`src/logic/flash_host_params.svh`:
```
`ifndef FLASH_HOST_PARAMS_SVH
`define FLASH_HOST_PARAMS_SVH

`define CLK_PERIOD_NS        10
`define ADDR_W               21
`define DATA_W               16
// ===== command addresses and data
`define CMD_ADDR_555         21'h000555
`define CMD_ADDR_AAA         21'h000aaa
`define CMD_DATA_AA          16'h00aa
`define CMD_DATA_55          16'h0055
`define CMD_DATA_80          16'h0080
`define CMD_DATA_90          16'h0090
`define CMD_DATA_A0          16'h00a0
`define CMD_DATA_F0          16'h00f0
`define CMD_DATA_CHIP_ERASE  16'h0010
`define CMD_DATA_SECT_ERASE  16'h0030
// ===== identification layout
`define ID_MANUF_ADDR        21'h000000
`define ID_DEVICE_ADDR       21'h000001
`define ID_LOCK_ADDR         21'h000080
`define ID_LOCK_BIT          1
`define PROT_A7_BIT          7
`define PROT_WORDS           8
// ===== sector maps
`define SMALL_SECT_BITS      12
`define LARGE_SECT_BITS      15
`define SMALL_SECTS          8
`define BOOT_REGION_BASE_TOP 21'h1f8000
`define BOOT_REGION_END_BOT  21'h007fff
// ===== timing, figures as printed
`define T_CHIP_ERASE_S       400
`define T_SMALL_ERASE_MS     3000
`define T_LARGE_ERASE_MS     5000
`define T_WP_NS              35
`define T_WPH_NS             35
`define T_ACC_NS             70
`define T_DF_NS              25
`define T_RP_NS              500

`endif

```
`src/logic/flash_host_pkg.sv`:
```
package flash_host_pkg;
	typedef enum logic [2:0] {
		OP_READ,
		OP_PROGRAM,
		OP_CHIP_ERASE,
		OP_SECTOR_ERASE,
		OP_ID_READ,
		OP_PROT_READ,
		OP_RESET
	} op_t;

	typedef struct packed {
		op_t         op;
		logic [20:0] addr;
		logic [15:0] data;
	} host_req_t;

	typedef struct packed {
		logic [15:0] data;
		logic [6:0]  sector_index;
		logic        block_b_open;
		logic        timeout;
	} host_rsp_t;

	typedef struct packed {
		logic [20:0] addr;
		logic [15:0] dq_out;
		logic        dq_oe;
		logic        ce_n;
		logic        oe_n;
		logic        we_n;
		logic        rst_n;
	} flash_pins_t;
endpackage

```
`src/logic/sector_decode.sv`:
```
`timescale 1ns/10ps
`include "flash_host_params.svh"
module sector_decode import flash_host_pkg::*; #(
	parameter bit TOP_BOOT = 1'b0
) (
	input  wire logic [20:0] addr,
	output logic      [6:0]  sector_index,
	output logic             small_sector
);
	// ==========================================
	// address to sector index
	always_comb begin
		if (TOP_BOOT) begin
			if (addr >= `BOOT_REGION_BASE_TOP) begin // [RQ3]
				sector_index = 7'd63 + {4'h0, addr[14:12]};
				small_sector = 1'b1;
			end else begin
				sector_index = {1'b0, addr[20:15]};
				small_sector = 1'b0;
			end
		end else begin
			if (addr <= `BOOT_REGION_END_BOT) begin // [RQ2]
				sector_index = {4'h0, addr[14:12]};
				small_sector = 1'b1;
			end else begin
				sector_index = 7'd7 + {1'b0, addr[20:15]};
				small_sector = 1'b0;
			end
		end
	end
endmodule

```
`src/logic/flash_host.sv`:
```
// Operation
// RQ1: protection words 0-7 sit at A7 set, low bits word plus one, A20-A8 low; 0-3 factory A, 4-7 user B.
// RQ2: bottom boot has eight 4K-word sectors over 0-7FFF then 32K-word sectors from 08000 upward.
// RQ3: top boot has 32K-word sectors from 0 then eight 4K-word sectors 1F8000-1FFFFF.
// RQ4: in identification mode, A0 low reads the maker code and A0 high the device code, higher lines low.
// RQ5: whole-array erase finishes within 400 s and the device shows busy meanwhile.
// RQ6: a 4K-word sector erase finishes within 3.0 s and the host waits at least that long.
// RQ7: a 32K-word sector erase finishes within 5.0 s and the host waits at least that long.
// RQ8: the last erase cycle carries 10H for whole-array erase or 30H for one sector.
// RQ9: the last erase cycle uses address 555 for whole-array erase or any address inside the sector.
// RQ10: output gate stays high while write strobe and chip select are both low.
// RQ11: the device drives data on read strobes and latches on write strobes, else it floats.
// RQ12: with reset low the device ignores its controls and floats its data pins.
// RQ13: in identification mode a read at 80H shows block B lock on D1, zero locked.
// RQ14: after identification or protection reads the host issues the exit command first.
`timescale 1ns/10ps
`include "flash_host_params.svh"
module flash_host import flash_host_pkg::*; #(
	parameter bit          TOP_BOOT        = 1'b0,
	parameter longint unsigned CHIP_ERASE_CYC = 64'(`T_CHIP_ERASE_S) * 64'd1000 * 64'd100000,
	parameter int unsigned SMALL_ERASE_CYC = `T_SMALL_ERASE_MS * 100000,
	parameter int unsigned LARGE_ERASE_CYC = `T_LARGE_ERASE_MS * 100000,
	parameter int unsigned POLL_CYC        = 100
) (
	input  wire logic        sys_clk,
	input  wire logic        reset_n,
	input  wire logic        req_valid,
	input  wire host_req_t   req,
	output logic             req_ready,
	output logic             rsp_valid,
	output host_rsp_t        rsp,
	output flash_pins_t      pins,
	input  wire logic [15:0] dq_in,
	input  wire logic        busy_n_in
);
	localparam int unsigned WP_CYC  = (`T_WP_NS + `CLK_PERIOD_NS - 1) / `CLK_PERIOD_NS;
	localparam int unsigned WPH_CYC = (`T_WPH_NS + `CLK_PERIOD_NS - 1) / `CLK_PERIOD_NS;
	localparam int unsigned ACC_CYC = (`T_ACC_NS + `CLK_PERIOD_NS - 1) / `CLK_PERIOD_NS + 1;
	localparam int unsigned DF_CYC  = (`T_DF_NS + `CLK_PERIOD_NS - 1) / `CLK_PERIOD_NS;
	localparam int unsigned RP_CYC  = (`T_RP_NS + `CLK_PERIOD_NS - 1) / `CLK_PERIOD_NS;

	// wait counter is 36 bits: a whole-array erase at full length needs more than 32
	if (POLL_CYC < 1 || SMALL_ERASE_CYC < 1 || LARGE_ERASE_CYC < 1 || CHIP_ERASE_CYC < 1
	    || CHIP_ERASE_CYC > 64'h0000_000f_ffff_ffff) begin : g_bad_counts
		$error("flash_host: counts out of range");
	end

	typedef enum logic [3:0] {
		ST_IDLE, ST_SETUP, ST_STROBE, ST_RECOVER, ST_READ, ST_FLOAT, ST_WAIT, ST_RESET, ST_DONE
	} state_t;

	// ==========================================
	// busy pin synchroniser
	logic busy_meta_q, busy_sync_q;
	always_ff @(posedge sys_clk or negedge reset_n) begin
		if (!reset_n) begin
			busy_meta_q <= 1'b1;
			busy_sync_q <= 1'b1;
		end else begin
			busy_meta_q <= busy_n_in;
			busy_sync_q <= busy_meta_q;
		end
	end

	// ==========================================
	// sector lookup
	logic [6:0] sect_idx;
	logic       sect_small;
	sector_decode #(.TOP_BOOT(TOP_BOOT)) u_decode (
		.addr        (req.addr),
		.sector_index(sect_idx),
		.small_sector(sect_small)
	);

	function automatic logic [20:0] prot_addr(input logic [2:0] word);
		prot_addr = 21'h0;
		prot_addr[`PROT_A7_BIT] = 1'b1;                    // [RQ1]
		prot_addr[3:0] = {1'b0, word} + 4'h1;              // [RQ1]
	endfunction

	// command word per step; last index of each request's sequence set in last_q when the request is taken, the exit command's in ST_FLOAT
	function automatic logic [36:0] seq_word(input op_t op, input logic [2:0] i,
	                                         input logic [20:0] a, input logic [15:0] d);
		logic [20:0] wa;
		logic [15:0] wd;
		wa = `CMD_ADDR_555;
		wd = `CMD_DATA_AA;
		case (i)
			3'd0: begin wa = `CMD_ADDR_555; wd = `CMD_DATA_AA; end
			3'd1: begin wa = `CMD_ADDR_AAA; wd = `CMD_DATA_55; end
			3'd2: begin
				wa = `CMD_ADDR_555;
				wd = (op == OP_PROGRAM) ? `CMD_DATA_A0 :
				     (op == OP_ID_READ || op == OP_PROT_READ) ? `CMD_DATA_90 : `CMD_DATA_80;
				if (op == OP_PROGRAM) wd = `CMD_DATA_A0;
			end
			3'd3: begin
				wa = (op == OP_PROGRAM) ? a : `CMD_ADDR_555;
				wd = (op == OP_PROGRAM) ? d : `CMD_DATA_AA;
			end
			3'd4: begin wa = `CMD_ADDR_AAA; wd = `CMD_DATA_55; end
			3'd5: begin
				wa = (op == OP_CHIP_ERASE) ? `CMD_ADDR_555 : a;                       // [RQ9]
				wd = (op == OP_CHIP_ERASE) ? `CMD_DATA_CHIP_ERASE : `CMD_DATA_SECT_ERASE; // [RQ8]
			end
			3'd6: begin wa = 21'h0; wd = `CMD_DATA_F0; end                               // [RQ14]
			default: begin wa = 21'h0; wd = 16'h0; end
		endcase
		seq_word = {wa, wd};
	endfunction

	// ==========================================
	// sequencer
	state_t      st_q, st_d;
	logic [35:0] cnt_q, cnt_d;
	logic [35:0] tmo_q, tmo_d;
	logic [2:0]  step_q, step_d, last_q, last_d;
	op_t         op_q, op_d;
	logic [20:0] addr_q, addr_d;
	logic [15:0] data_q, data_d;
	logic        exit_q, exit_d;
	flash_pins_t pins_q, pins_d;
	host_rsp_t   rsp_q, rsp_d;
	logic        rdy_q, rdy_d, vld_q, vld_d;
	logic [36:0] w;

	always_comb begin
		st_d = st_q; cnt_d = cnt_q; tmo_d = tmo_q; step_d = step_q; last_d = last_q;
		op_d = op_q; addr_d = addr_q; data_d = data_q; exit_d = exit_q;
		pins_d = pins_q; rsp_d = rsp_q; rdy_d = 1'b0; vld_d = 1'b0;
		w = seq_word(op_q, step_q, addr_q, data_q);
		case (st_q)
			ST_IDLE: begin
				rdy_d = 1'b1;
				if (req_valid && rdy_q) begin
					rdy_d = 1'b0;
					op_d = req.op; addr_d = req.addr; data_d = req.data;
					rsp_d = '0;
					rsp_d.sector_index = sect_idx;
					step_d = 3'd0; cnt_d = 36'd0;
					case (req.op)
						OP_PROGRAM: begin last_d = 3'd3; tmo_d = 36'(POLL_CYC); end
						OP_CHIP_ERASE: begin last_d = 3'd5; tmo_d = 36'(CHIP_ERASE_CYC); end  // [RQ5]
						OP_SECTOR_ERASE: begin
							last_d = 3'd5;
							tmo_d = sect_small ? 36'(SMALL_ERASE_CYC) : 36'(LARGE_ERASE_CYC); // [RQ6] [RQ7]
						end
						OP_ID_READ, OP_PROT_READ: last_d = 3'd2;
						default: last_d = 3'd0;
					endcase
					if (req.op == OP_PROT_READ) addr_d = prot_addr(req.addr[2:0]);
					if (req.op == OP_ID_READ && req.addr[7]) addr_d = `ID_LOCK_ADDR;          // [RQ13]
					else if (req.op == OP_ID_READ) addr_d = {20'h0, req.addr[0]};           // [RQ4]
					if (req.op == OP_RESET) begin
						st_d = ST_RESET; pins_d.rst_n = 1'b0; pins_d.dq_oe = 1'b0;        // [RQ12]
					end else if (req.op == OP_READ) begin
						st_d = ST_READ; pins_d.addr = req.addr;
						pins_d.ce_n = 1'b0; pins_d.we_n = 1'b1; pins_d.oe_n = 1'b0;       // [RQ11]
					end else st_d = ST_SETUP;
				end
			end
			ST_SETUP: begin
				pins_d.oe_n = 1'b1;                                                          // [RQ10]
				pins_d.addr = w[36:16]; pins_d.dq_out = w[15:0]; pins_d.dq_oe = 1'b1;
				pins_d.ce_n = 1'b0; pins_d.we_n = 1'b0; cnt_d = 36'd0; st_d = ST_STROBE;
			end
			ST_STROBE: begin
				cnt_d = cnt_q + 36'd1;
				if (cnt_q + 36'd1 >= 36'(WP_CYC)) begin
					pins_d.we_n = 1'b1; pins_d.ce_n = 1'b1; cnt_d = 36'd0; st_d = ST_RECOVER;
				end
			end
			ST_RECOVER: begin
				cnt_d = cnt_q + 36'd1;
				if (cnt_q + 36'd1 >= 36'(WPH_CYC)) begin
					pins_d.dq_oe = 1'b0; cnt_d = 36'd0;
					if (step_q != last_q) begin
						step_d = step_q + 3'd1; st_d = ST_SETUP;
					end else if (exit_q) begin
						exit_d = 1'b0; st_d = ST_DONE;
					end else if (op_q == OP_ID_READ || op_q == OP_PROT_READ) begin
						st_d = ST_READ; pins_d.addr = addr_q;
						pins_d.ce_n = 1'b0; pins_d.oe_n = 1'b0;                           // [RQ11]
					end else st_d = ST_WAIT;
				end
			end
			ST_READ: begin
				cnt_d = cnt_q + 36'd1;
				if (cnt_q + 36'd1 >= 36'(ACC_CYC)) begin
					rsp_d.data = dq_in;
					rsp_d.block_b_open = dq_in[`ID_LOCK_BIT];                                // [RQ13]
					pins_d.ce_n = 1'b1; pins_d.oe_n = 1'b1; cnt_d = 36'd0; st_d = ST_FLOAT;
				end
			end
			ST_FLOAT: begin
				cnt_d = cnt_q + 36'd1;
				if (cnt_q + 36'd1 >= 36'(DF_CYC)) begin
					cnt_d = 36'd0;
					if (op_q == OP_ID_READ || op_q == OP_PROT_READ) begin
						exit_d = 1'b1; step_d = 3'd6; last_d = 3'd6; st_d = ST_SETUP;     // [RQ14]
					end else st_d = ST_DONE;
				end
			end
			ST_WAIT: begin
				// device holds busy low for the whole operation; busy ignored for the first two cycles, then any high ends the wait
				cnt_d = cnt_q + 36'd1;
				if (cnt_q >= 36'd2 && busy_sync_q) st_d = ST_DONE;                         // [RQ5]
				else if (cnt_q + 36'd1 >= tmo_q) begin
					rsp_d.timeout = 1'b1; st_d = ST_DONE;                                    // [RQ6] [RQ7]
				end
			end
			ST_RESET: begin
				cnt_d = cnt_q + 36'd1;
				if (cnt_q + 36'd1 >= 36'(RP_CYC)) begin
					pins_d.rst_n = 1'b1; st_d = ST_DONE;
				end
			end
			ST_DONE: begin
				vld_d = 1'b1; st_d = ST_IDLE;
			end
			default: st_d = ST_IDLE;
		endcase
	end

	always_ff @(posedge sys_clk or negedge reset_n) begin
		if (!reset_n) begin
			st_q <= ST_IDLE; cnt_q <= 36'd0; tmo_q <= 36'd0; step_q <= 3'd0; last_q <= 3'd0;
			op_q <= OP_READ; addr_q <= 21'h0; data_q <= 16'h0; exit_q <= 1'b0;
			pins_q <= '{addr: 21'h0, dq_out: 16'h0, dq_oe: 1'b0, ce_n: 1'b1, oe_n: 1'b1,
			            we_n: 1'b1, rst_n: 1'b1};
			rsp_q <= '0; rdy_q <= 1'b0; vld_q <= 1'b0;
		end else begin
			st_q <= st_d; cnt_q <= cnt_d; tmo_q <= tmo_d; step_q <= step_d; last_q <= last_d;
			op_q <= op_d; addr_q <= addr_d; data_q <= data_d; exit_q <= exit_d;
			pins_q <= pins_d; rsp_q <= rsp_d; rdy_q <= rdy_d; vld_q <= vld_d;
		end
	end

	assign pins = pins_q;
	assign rsp = rsp_q;
	assign req_ready = rdy_q;
	assign rsp_valid = vld_q;
endmodule

```
`config.mk`:
```
export PLATFORM = sky130hd
export DESIGN_NAME = flash_host
export DESIGN_NICKNAME = d
export VERILOG_FILES = /design/src/logic/flash_host_pkg.sv /design/src/logic/sector_decode.sv /design/src/logic/flash_host.sv
export VERILOG_INCLUDE_DIRS = /design/src /design/src/logic
export SDC_FILE = /design/constraint.sdc
export NUM_CORES = 1
export LEC_CHECK = 0
export ABC_CLOCK_PERIOD_IN_PS = 7290
export BUFFER_PORTS_ARGS = -buffer_cell sky130_fd_sc_hd__buf_2
export CAP_MARGIN = 40
export CELL_PAD_IN_SITES_DETAIL_PLACEMENT = 1
export CELL_PAD_IN_SITES_GLOBAL_PLACEMENT = 1
export CORE_MARGIN = 4
export CORE_UTILIZATION = 45
export CTS_CLUSTER_DIAMETER = 100
export CTS_CLUSTER_SIZE = 12
export DETAILED_ROUTE_END_ITERATION = 8
export PLACE_DENSITY_LB_ADDON = 0.2
export SETUP_SLACK_MARGIN = 0.3
export SLEW_MARGIN = 40
export SYNTH_ARGS = -nofsm -noshare
export SYNTH_HDL_FRONTEND = slang
export SYNTH_HIERARCHICAL = 1
export SYNTH_SLANG_ARGS = --single-unit
```
`constraint.sdc`:
```
create_clock -name sys_clk -period 7.29 [get_ports sys_clk]
set_input_delay 0.3645 -clock sys_clk [delete_from_list [all_inputs] [get_ports sys_clk]]
set_output_delay 0.3645 -clock sys_clk [all_outputs]
set_load 0.03 [all_outputs]
```
==> results of run 1 <==
==> cell usage after synthesis (7+ instances only) <==
cell type,count
a21oi_1,36
a2bb2oi_1,7
nand2b_1,8
nor4_1,20
mux2_4,13
clkbuf_1,41
ha_1,37
buf_2,18
dfrtp_1,159
and3_1,15
a221o_1,9
nand4_1,22
inv_1,46
xnor2_1,25
or3_1,8
a22o_1,29
o21ai_0,86
a21o_1,9
mux2_2,30
a22oi_1,13
nand3_1,37
nor3_1,23
xor2_1,9
nor2_1,54
o22ai_1,17
nand2_1,143
a31oi_1,27
==> placed cells by master, fill, tap and decap left out, types with 30 or more instances in the layout <==
cell / Yosys / final
inv_1: 46 / 46
ha_1: 37 / 37
a21oi_1: 36 / 36
buf_2: 18 / 127
nand2_1: 143 / 142
mux2_2: 30 / 30
nand3_1: 37 / 36
dfrtp_1: 159 / 159
o21ai_0: 86 / 86
nor2_1: 54 / 51
==> through the flow <==
stage / instances / utilization
global placement: 1408 / 0.500
finish: 1442 / 0.530
detailed placement: 1408 / 0.501
CTS: 1441 / 0.529
global route: 1442 / 0.530
floorplan: 1059 / -
==> power groups by stage <==
stage / clock network (mW) / registers (mW) / logic [mW]
detailed placement: 0 / 1.57 / 2.79
finish: 0.901 / 1.56 / 2.79
CTS: 0.914 / 1.56 / 2.80
global route: 0.956 / 1.61 / 3.04
global placement: 0 / 1.55 / 2.71
floorplan: 0 / 1.72 / 1.81
==> kinds of logic after synthesis <==
family                   synth area share
adder cells (fa/ha/maj)            0.0473
AO/OA/AOI/OAI                       0.205
AND/OR/NAND/NOR                     0.190
XOR/XNOR                           0.0304
multiplexers                       0.0585
flip-flops                          0.422
buffers and inverters              0.0471
==> registers in the layout (all words and copies together), names as in the netlist <==
name and flops:
step_q 3, req_ready 1, op_q 3, busy_sync_q 1, tmo_q 8, rsp_valid 1, last_q 3, rsp 24
data_q 16, pins 42, cnt_q 36, exit_q 1, st_q 4, busy_meta_q 1, addr_q 21
==> area by class of cell <==
class	count	area (um^2)	area share
inverter	46	173	0.0154
clock inverter	15	158	0.0140
tap	275	344	0.0306
sequential	165	4140	0.368
multi-input combinational	782	5250	0.467
clock buffer	17	425	0.0378
timing repair buffer	142	758	0.0675
==> worst max-delay path by stage <==
stage / startpoint / to / depth (start not counted)
floorplan: cnt_q[1] / st_q[0] / 16
global placement: cnt_q[1] / st_q[0] / 15
detailed placement: cnt_q[1] / st_q[2] / 15
CTS: cnt_q[1] / st_q[2] / 15
global route: cnt_q[1] / st_q[2] / 15
finish: cnt_q[1] / st_q[2] / 15
==> metal layers <==
metal / vias up / global-route usage / wire length (um)
li1: 4066 / - / -
met1: 4387 / 0.355 / 14000
met2: 245 / 0.378 / 13400
met3: 32 / 0.0574 / 2000
met4: 4 / 0.0534 / 357
met5: - / 0 / 21
==> Implementation_results.wiki, run 1 <==
{| class="wikitable"
! Metric !! Value
|-
| Outcome || finished clean
|-
| Worst stage delay on the critical path || 580 ps
|-
| Launch instance of the worst register-to-register path || cnt_q[1]
|-
| Hold crit path type || input port to flop
|-
| Antenna diode instance count || 0
|-
| Switching Fraction || 0.482
|-
| Overall power after layout || 5.26 mW
|-
| Slew @ Worst Pin || 809 ps
|-
| Post-detailed-placement half-perimeter wirelength || 21.6 mm
|-
| Synthesized area per cell || 9.25 um^2
|-
| Largest delay contributor family on the critical path || simple AND/OR/NAND/NOR gates
|-
| Fill cell total of the finished layout || 2,494
|-
| CTS sink cnt || 165
|-
| Period utilisation layout || 0.666
|-
| Die footprint || 24,200 um^2
|-
| RSZ-0062 raised after global routing || false
|-
| H-Tree Depth || 4
|-
| Worst setup path category || flop to flop
|-
| Hold slack || 21.5 ps
|-
| Final layout net count || 1,251
|-
| Crit Path Max Fanout || 10
|-
| Reg2reg setup slack || 2440 ps
|-
| Number of enable flip-flop cells after synthesis || 0
|-
| Antenna violations before repair || 2
|-
| Setup bufs post-CTS || 0
|-
| Post-synthesis to final-layout area growth || 14.8%
|-
| Switching power summed over all nets || 2.53 mW
|-
| Routed WL || 29.8 mm
|-
| Vias per cell || 6.06
|-
| Most common flop cell mapped by yosys || dfrtp_1
|-
| Number of I/O pins || 129
|-
| Root buf cell || clkbuf_16
|-
| Endpoint arrival time on the critical path || 5180 ps
|-
| Synth warnings || 6
|-
| Cell Pwr Density || 468 nW/um^2
|-
| Die Wd || 156 um
|-
| Seq/Total Area, Yosys || 0.422
|-
| FF+latch count, synth || 165
|-
| Headroom to the max-slew limit || 0.455
|-
| Standard-cell row count || 53
|-
| Sort of element at the end of the critical path || flop
|-
| Routability Congestion || 0.924
|-
| Ys async rst share || 1.00
|-
| Peak supply drop || 0.248 mV
|-
| Vertical die dimension || 156 um
|-
| Setup violators final || 0
|-
| Final Critical Period || 4850 ps
|-
| Final hold violations || 0
|-
| Via count of the first global-routing pass || 8,849
|-
| Most area-hungry cell type in the Yosys netlist || dfrtp_1
|-
| Worst setup slack after layout || 2440 ps
|-
| Internal Pwr Total || 2.72 mW
|-
| Iteration count of the initial detailed-routing pass || 5
|-
| Clock buffers created by TritonCTS || 17
|-
| Initial detailed-routing violation count || 509
|-
| GRT Overall Usage || 0.245
|-
| Number of buffer cells added on primary ports || 128
|-
| Final design instance area without fill || 11,200 um^2
|-
| Sequential group share of total power || 0.297
|-
| Share of cells above drive strength 1 || 0.222
|-
| Worst path buffer plus inverter count || 0
|-
| Proportion of power drawn by combinational gates || 0.532
|-
| Clock slew at the register clock pins of the worst setup and hold paths || 70 ps
|-
| DR vias || 8,734
|-
| Resized Gates After CTS || 0
|-
| Syn Inst Count || 1,059
|-
| Synthesized netlist net count || 1,156
|-
| Core Region || 21,200 um^2
|-
| Starting utilization of the core area || 0.462
|-
| Max-cap violations || 0
|-
| Part of the power in the clock network || 0.171
|-
| Dominant cells by area after synthesis || dfrtp_1 41%, nand2_1 5.5%, ha_1 4.7%
|-
| Number of cells on the worst hold path || 1
|-
| Crit-path slowest cell || or3_1
|-
| Number of different library cells in the post-synthesis netlist || 84
|-
| Cell Chain, Critical Path || ha_1 -> nand4_1 -> or3_1 -> nor3_1 -> xnor2_1 -> ha_1 -> nand4_1 -> nor2_1 -> nand3_1 -> o311a_1 -> a41oi_1 -> o2111ai_1 -> a31oi_1 -> o221ai_2 -> mux2_2
|-
| Antenna Violating Nets Remaining || 0
|-
| First-pass GRT wire length || 48.1 mm
|-
| Post-synthesis instance area || 9790 um^2
|-
| Leak Pwr || 5.17 nW
|-
| CTS tree || built
|-
| Proportion of netlist area held by the largest area contributor || 0.406
|-
| Aggregate negative setup slack || 0 ps
|-
| DRC errors left || 0
|-
| Global-route congestion overflow total || 0
|-
| Post-placement worst setup slack || 2510 ps
|-
| Startpoint of the tightest hold check path || busy_n_in
|-
| Kind of start point of the critical path || flop
|-
| Clock latency on the worst-skew pair || 440 ps
|-
| Post-detailed-placement cell area || 10,600 um^2
|-
| Maximum number of pins on one net before global-route repair || 77
|-
| Max-slew violation total from the final report || 0
|-
| R2R cell count || 15
|-
| Hold buffer count at CTS || 1
|-
| Largest buffer count on any clock path || 2
|-
| Capturing point of the worst reg2reg path || st_q[2]
|-
| WL per Instance || 20.7 um
|-
| Maximum clock rate || 206 MHz
|-
| WP data required || 7610 ps
|-
| Maximum clock skew at final layout || 13.3 ps
|-
| Hold-critical path endpoint || busy_meta_q
|}
No activity file was read; power rests on OpenSTA's default activity.
==> run 2: changes to the inputs <==
--- a/config.mk
+++ b/config.mk
@@ -6,13 +6,14 @@
 export SDC_FILE = /design/constraint.sdc
 export NUM_CORES = 1
 export LEC_CHECK = 0
-export ABC_CLOCK_PERIOD_IN_PS = 7290
+export ABC_AREA = 1
+export ABC_CLOCK_PERIOD_IN_PS = 4420
 export BUFFER_PORTS_ARGS = -buffer_cell sky130_fd_sc_hd__buf_2
 export CAP_MARGIN = 40
 export CELL_PAD_IN_SITES_DETAIL_PLACEMENT = 1
 export CELL_PAD_IN_SITES_GLOBAL_PLACEMENT = 1
 export CORE_MARGIN = 4
-export CORE_UTILIZATION = 45
+export CORE_UTILIZATION = 39
 export CTS_CLUSTER_DIAMETER = 100
 export CTS_CLUSTER_SIZE = 12
 export DETAILED_ROUTE_END_ITERATION = 8
==> constraint.sdc (replaced) <==
create_clock -name sys_clk -period 4.42 [get_ports sys_clk]
set_input_delay 0.221 -clock sys_clk [delete_from_list [all_inputs] [get_ports sys_clk]]
set_output_delay 0.221 -clock sys_clk [all_outputs]
set_load 0.03 [all_outputs]
==> run 2 against run 1 <==
Against the previous run: non-clock buffer count is 13 higher; setup slack worse by 1500 ps; critical path depth is 9 higher; synthesized cell count is 29% higher; clock skew is 6.4 ps higher.
==> Implementation_results.wiki, run 2 <==
{| class="wikitable"
! Metric !! Value
|-
| Antenna diode instance count || 0 (unchanged)
|-
| Synthesized area per cell || 7.33 um^2 (was 9.25 um^2)
|-
| Headroom to the max-slew limit || 0.480 (was 0.455)
|-
| CTS tree || built (unchanged)
|-
| Proportion of netlist area held by the largest area contributor || 0.396 (was 0.406)
|-
| Overall power after layout || 7.25 mW (was 5.26 mW)
|-
| CTS sink cnt || 165 (unchanged)
|-
| Die footprint || 28,400 um^2 (was 24,200 um^2)
|-
| Aggregate negative setup slack || 0 ps (unchanged)
|-
| Hold crit path type || input port to flop (unchanged)
|-
| Dominant cells by area after synthesis || dfrtp_1 40%, nand2_1 15%, inv_1 6.2% (was dfrtp_1 41%, nand2_1 5.5%, ha_1 4.7%)
|-
| Worst setup path category || flop to flop (unchanged)
|-
| Mux share of post-synthesis cell area || 0.000996 (was 0.0585)
|-
| Final hold violations || 0 (unchanged)
|-
| Via count of the first global-routing pass || 10,200 (was 8,849)
|-
| Maximum clock skew at final layout || 19.7 ps (was 13.3 ps)
|-
| Number of cells on the worst hold path || 3 (was 1)
|-
| Clock buffers created by TritonCTS || 17 (unchanged)
|-
| Root buf cell || clkbuf_16 (unchanged)
|-
| Endpoint arrival time on the critical path || 3820 ps (was 5180 ps)
|-
| Synth Area in Compound Gates || 0.120 (was 0.205)
|-
| Antenna violations before repair || 2 (unchanged)
|-
| Post-detailed-placement cell area || 11,000 um^2 (was 10,600 um^2)
|-
| RSZ-0062 raised after global routing || false (unchanged)
|-
| DRC errors left || 0 (unchanged)
|-
| Crit Path Max Fanout || 8 (was 10)
|-
| Commonest cells after routing, fill and taps aside || 398 x nand2_1, 167 x inv_1, 159 x dfrtp_1 (was 159 x dfrtp_1, 142 x nand2_1, 127 x buf_2)
|-
| Number of enable flip-flop cells after synthesis || 0 (unchanged)
|-
| Slew @ Worst Pin || 774 ps (was 809 ps)
|-
| Number of different library cells in the post-synthesis netlist || 53 (was 84)
|-
| Syn Inst Count || 1,370 (was 1,059)
|-
| Largest buffer count on any clock path || 2 (unchanged)
|-
| Iteration count of the initial detailed-routing pass || 7 (was 5)
|-
| GRT Overall Usage || 0.247 (was 0.245)
|-
| Synth warnings || 6 (unchanged)
|-
| Peak supply drop || 0.366 mV (was 0.248 mV)
|-
| Most frequent standard cell in the layout excluding fill and tap cells || nand2_1 (was dfrtp_1)
|-
| Fill cell total of the finished layout || 3,219 (was 2,494)
|-
| Resized Gates After CTS || 0 (unchanged)
|-
| Max-cap violations || 0 (unchanged)
|-
| Final Critical Period || 3490 ps (was 4850 ps)
|-
| Most area-hungry cell type in the Yosys netlist || dfrtp_1 (unchanged)
|-
| Starting utilization of the core area || 0.398 (was 0.462)
|-
| Sort of element at the end of the critical path || flop (unchanged)
|-
| Final layout net count || 1,604 (was 1,251)
|-
| Routed WL || 34.5 mm (was 29.8 mm)
|-
| Post-synthesis instance area || 10,000 um^2 (was 9790 um^2)
|-
| Adder-cell share of the synthesized area || 0.0461 (was 0.0473)
|-
| Vias per cell || 5.27 (was 6.06)
|-
| Cell Pwr Density || 616 nW/um^2 (was 468 nW/um^2)
|-
| Number of flip-flops in the largest register || 42 (unchanged)
|-
| Hold-critical path endpoint || data_q[13] (was busy_meta_q)
|-
| Hold slack || 2.20 ps (was 21.5 ps)
|-
| Period utilisation layout || 0.791 (was 0.666)
|-
| Xor/xnor cell area share of the yosys netlist || 0.00610 (was 0.0304)
|-
| Ys async rst share || 1.00 (unchanged)
|-
| Post-synthesis share of cell area spent on and, or, nand and nor gates || 0.331 (was 0.190)
|-
| R2R cell count || 24 (was 15)
|-
| Outcome || finished clean (unchanged)
|-
| Core utilization of the finished layout || 0.466 (was 0.530)
|-
| Clock latency on the worst-skew pair || 440 ps (about the same)
|-
| Number of I/O pins || 129 (unchanged)
|-
| Synthesized netlist net count || 1,467 (was 1,156)
|-
| Setup violators final || 0 (unchanged)
|-
| Most common flop cell mapped by yosys || dfrtp_1 (unchanged)
|-
| Die Wd || 169 um (was 156 um)
|-
| Vertical die dimension || 169 um (was 156 um)
|-
| Startpoint of the tightest hold check path || req[13] (was busy_n_in)
|-
| Post-detailed-placement half-perimeter wirelength || 25.7 mm (was 21.6 mm)
|-
| Seq/Total Area, Yosys || 0.412 (was 0.422)
|-
| Post-synthesis to final-layout area growth || 17.1% (was 14.8%)
|-
| DR vias || 9,758 (was 8,734)
|-
| Leak Pwr || 6.24 nW (was 5.17 nW)
|-
| Number of buffer cells added on primary ports || 128 (unchanged)
|-
| Maximum number of pins on one net before global-route repair || 94 (was 77)
|-
| FF+latch count, synth || 165 (unchanged)
|-
| Antenna Violating Nets Remaining || 0 (unchanged)
|-
| Capturing point of the worst reg2reg path || st_q[0] (was st_q[2])
|-
| Core Region || 25,300 um^2 (was 21,200 um^2)
|-
| Launch instance of the worst register-to-register path || cnt_q[1] (unchanged)
|-
| Routability Congestion || 0.880 (was 0.924)
|-
| Standard-cell row count || 58 (was 53)
|-
| Clock slew at the register clock pins of the worst setup and hold paths || 80 ps (was 70 ps)
|-
| WL per Instance || 18.7 um (was 20.7 um)
|-
| WP data required || 4740 ps (was 7610 ps)
|-
| Kind of start point of the critical path || flop (unchanged)
|-
| First-pass GRT wire length || 56.3 mm (was 48.1 mm)
|-
| Initial detailed-routing violation count || 694 (was 509)
|-
| Final design instance area without fill || 11,800 um^2 (was 11,200 um^2)
|-
| Most common cell in the netlist || nand2_1 (was dfrtp_1)
|-
| Dominant combinational cell family by area after synthesis || simple AND/OR/NAND/NOR gates (was compound AO/OA/AOI/OAI gates)
|-
| Synth top cells by count || 398 x nand2_1, 167 x inv_1, 159 x dfrtp_1 (was 159 x dfrtp_1, 143 x nand2_1, 86 x o21ai_0)
|-
| Max-slew violation total from the final report || 0 (unchanged)
|-
| Maximum clock rate || 286 MHz (was 206 MHz)
|-
| H-Tree Depth || 4 (unchanged)
|-
| Reg2reg setup slack || 930 ps (was 2440 ps)
|-
| Share of cells above drive strength 1 || 0.161 (was 0.222)
|-
| Global-route congestion overflow total || 0 (unchanged)
|}
run 2: changes by cell type after synthesis, sizes merged, moves of 23 or more:
cell   change
a22o      -28
mux2      -43
nand3     +79
inv      +129
nor2      +93
nand2    +281
xnor2     -23
run 2: where the power goes:
part	internal, mW	leakage, nW	switching (mW)
clock	0.803	0.262	0.688
sequential	2.03	2.13	0.312
combinational	0.980	3.85	2.44
total	3.81	6.24	3.44
run 2: kinds of logic after synthesis:
group	after synthesis
simple gates	744
buf+inv	216
compound gates	200
flops	165
fa+ha+maj	37
xor+xnor	7
mux	1
run 2: cell type report:
class	count	area, um^2	share of cell area
Sequential cell	165	4140	0.351
Clock inverter	12	123	0.0104
Timing Repair Buffer	155	913	0.0776
Tap cell	330	413	0.0351
Inverter	179	674	0.0573
Clock buffer	20	447	0.0380
Multi-Input combinational cell	989	5060	0.430
run 2: how the worst max path moves through the flow:
stage	start	endpoint	slack [ps]	depth (start not counted)
after global routing	cnt_q[0]	st_q[0]	500	22
after floorplan	cnt_q[1]	st_q[1]	1570	22
final	cnt_q[1]	st_q[0]	930	24
after detailed placement	cnt_q[0]	st_q[0]	980	22
after CTS	cnt_q[1]	st_q[0]	950	22
after global placement	cnt_q[0]	st_q[1]	1150	22
run 2: metrics by stage:
step / cells / worst slack, ps
after floorplan: 1370 / 1570
after global placement: 1799 / 1150
after detailed placement: 1799 / 983
after CTS: 1850 / 945
after global routing: 1850 / 504
final: 1850 / 926
run 2: per-layer routing:
metal / part of all wire / global-route usage
met4: 0.016 / 0.0543
met1: 0.47 / 0.341
met3: 0.032 / 0.0343
met2: 0.49 / 0.416
met5: 0.00061 / 0
run 2: timing repair:
item | CTS | global route
hold buffers | 19 | 0
hold endpoints to repair | 109 | 0
buffers inserted | 0 | 0
run 2: worst max-delay path, cell delays in order, from the launching register on:
cell     delay [ps]
dfrtp_1         500
ha_1            290
nand3_2         160
nor2_2          180
nand2_1         140
nor2_4          170
nand2_1          70
nand2_1         140
inv_1            70
ha_1            270
nand2_1          80
inv_1           100
nand4_1         100
nor2_1          140
nand3_1          80
nor2_1           90
nor2_1           50
nand2_1          60
nand3_1          70
nand3_1          90
nand2_1          70
nand3_1         150
nand3_1         160
nand2_1         110
nand2_1          60
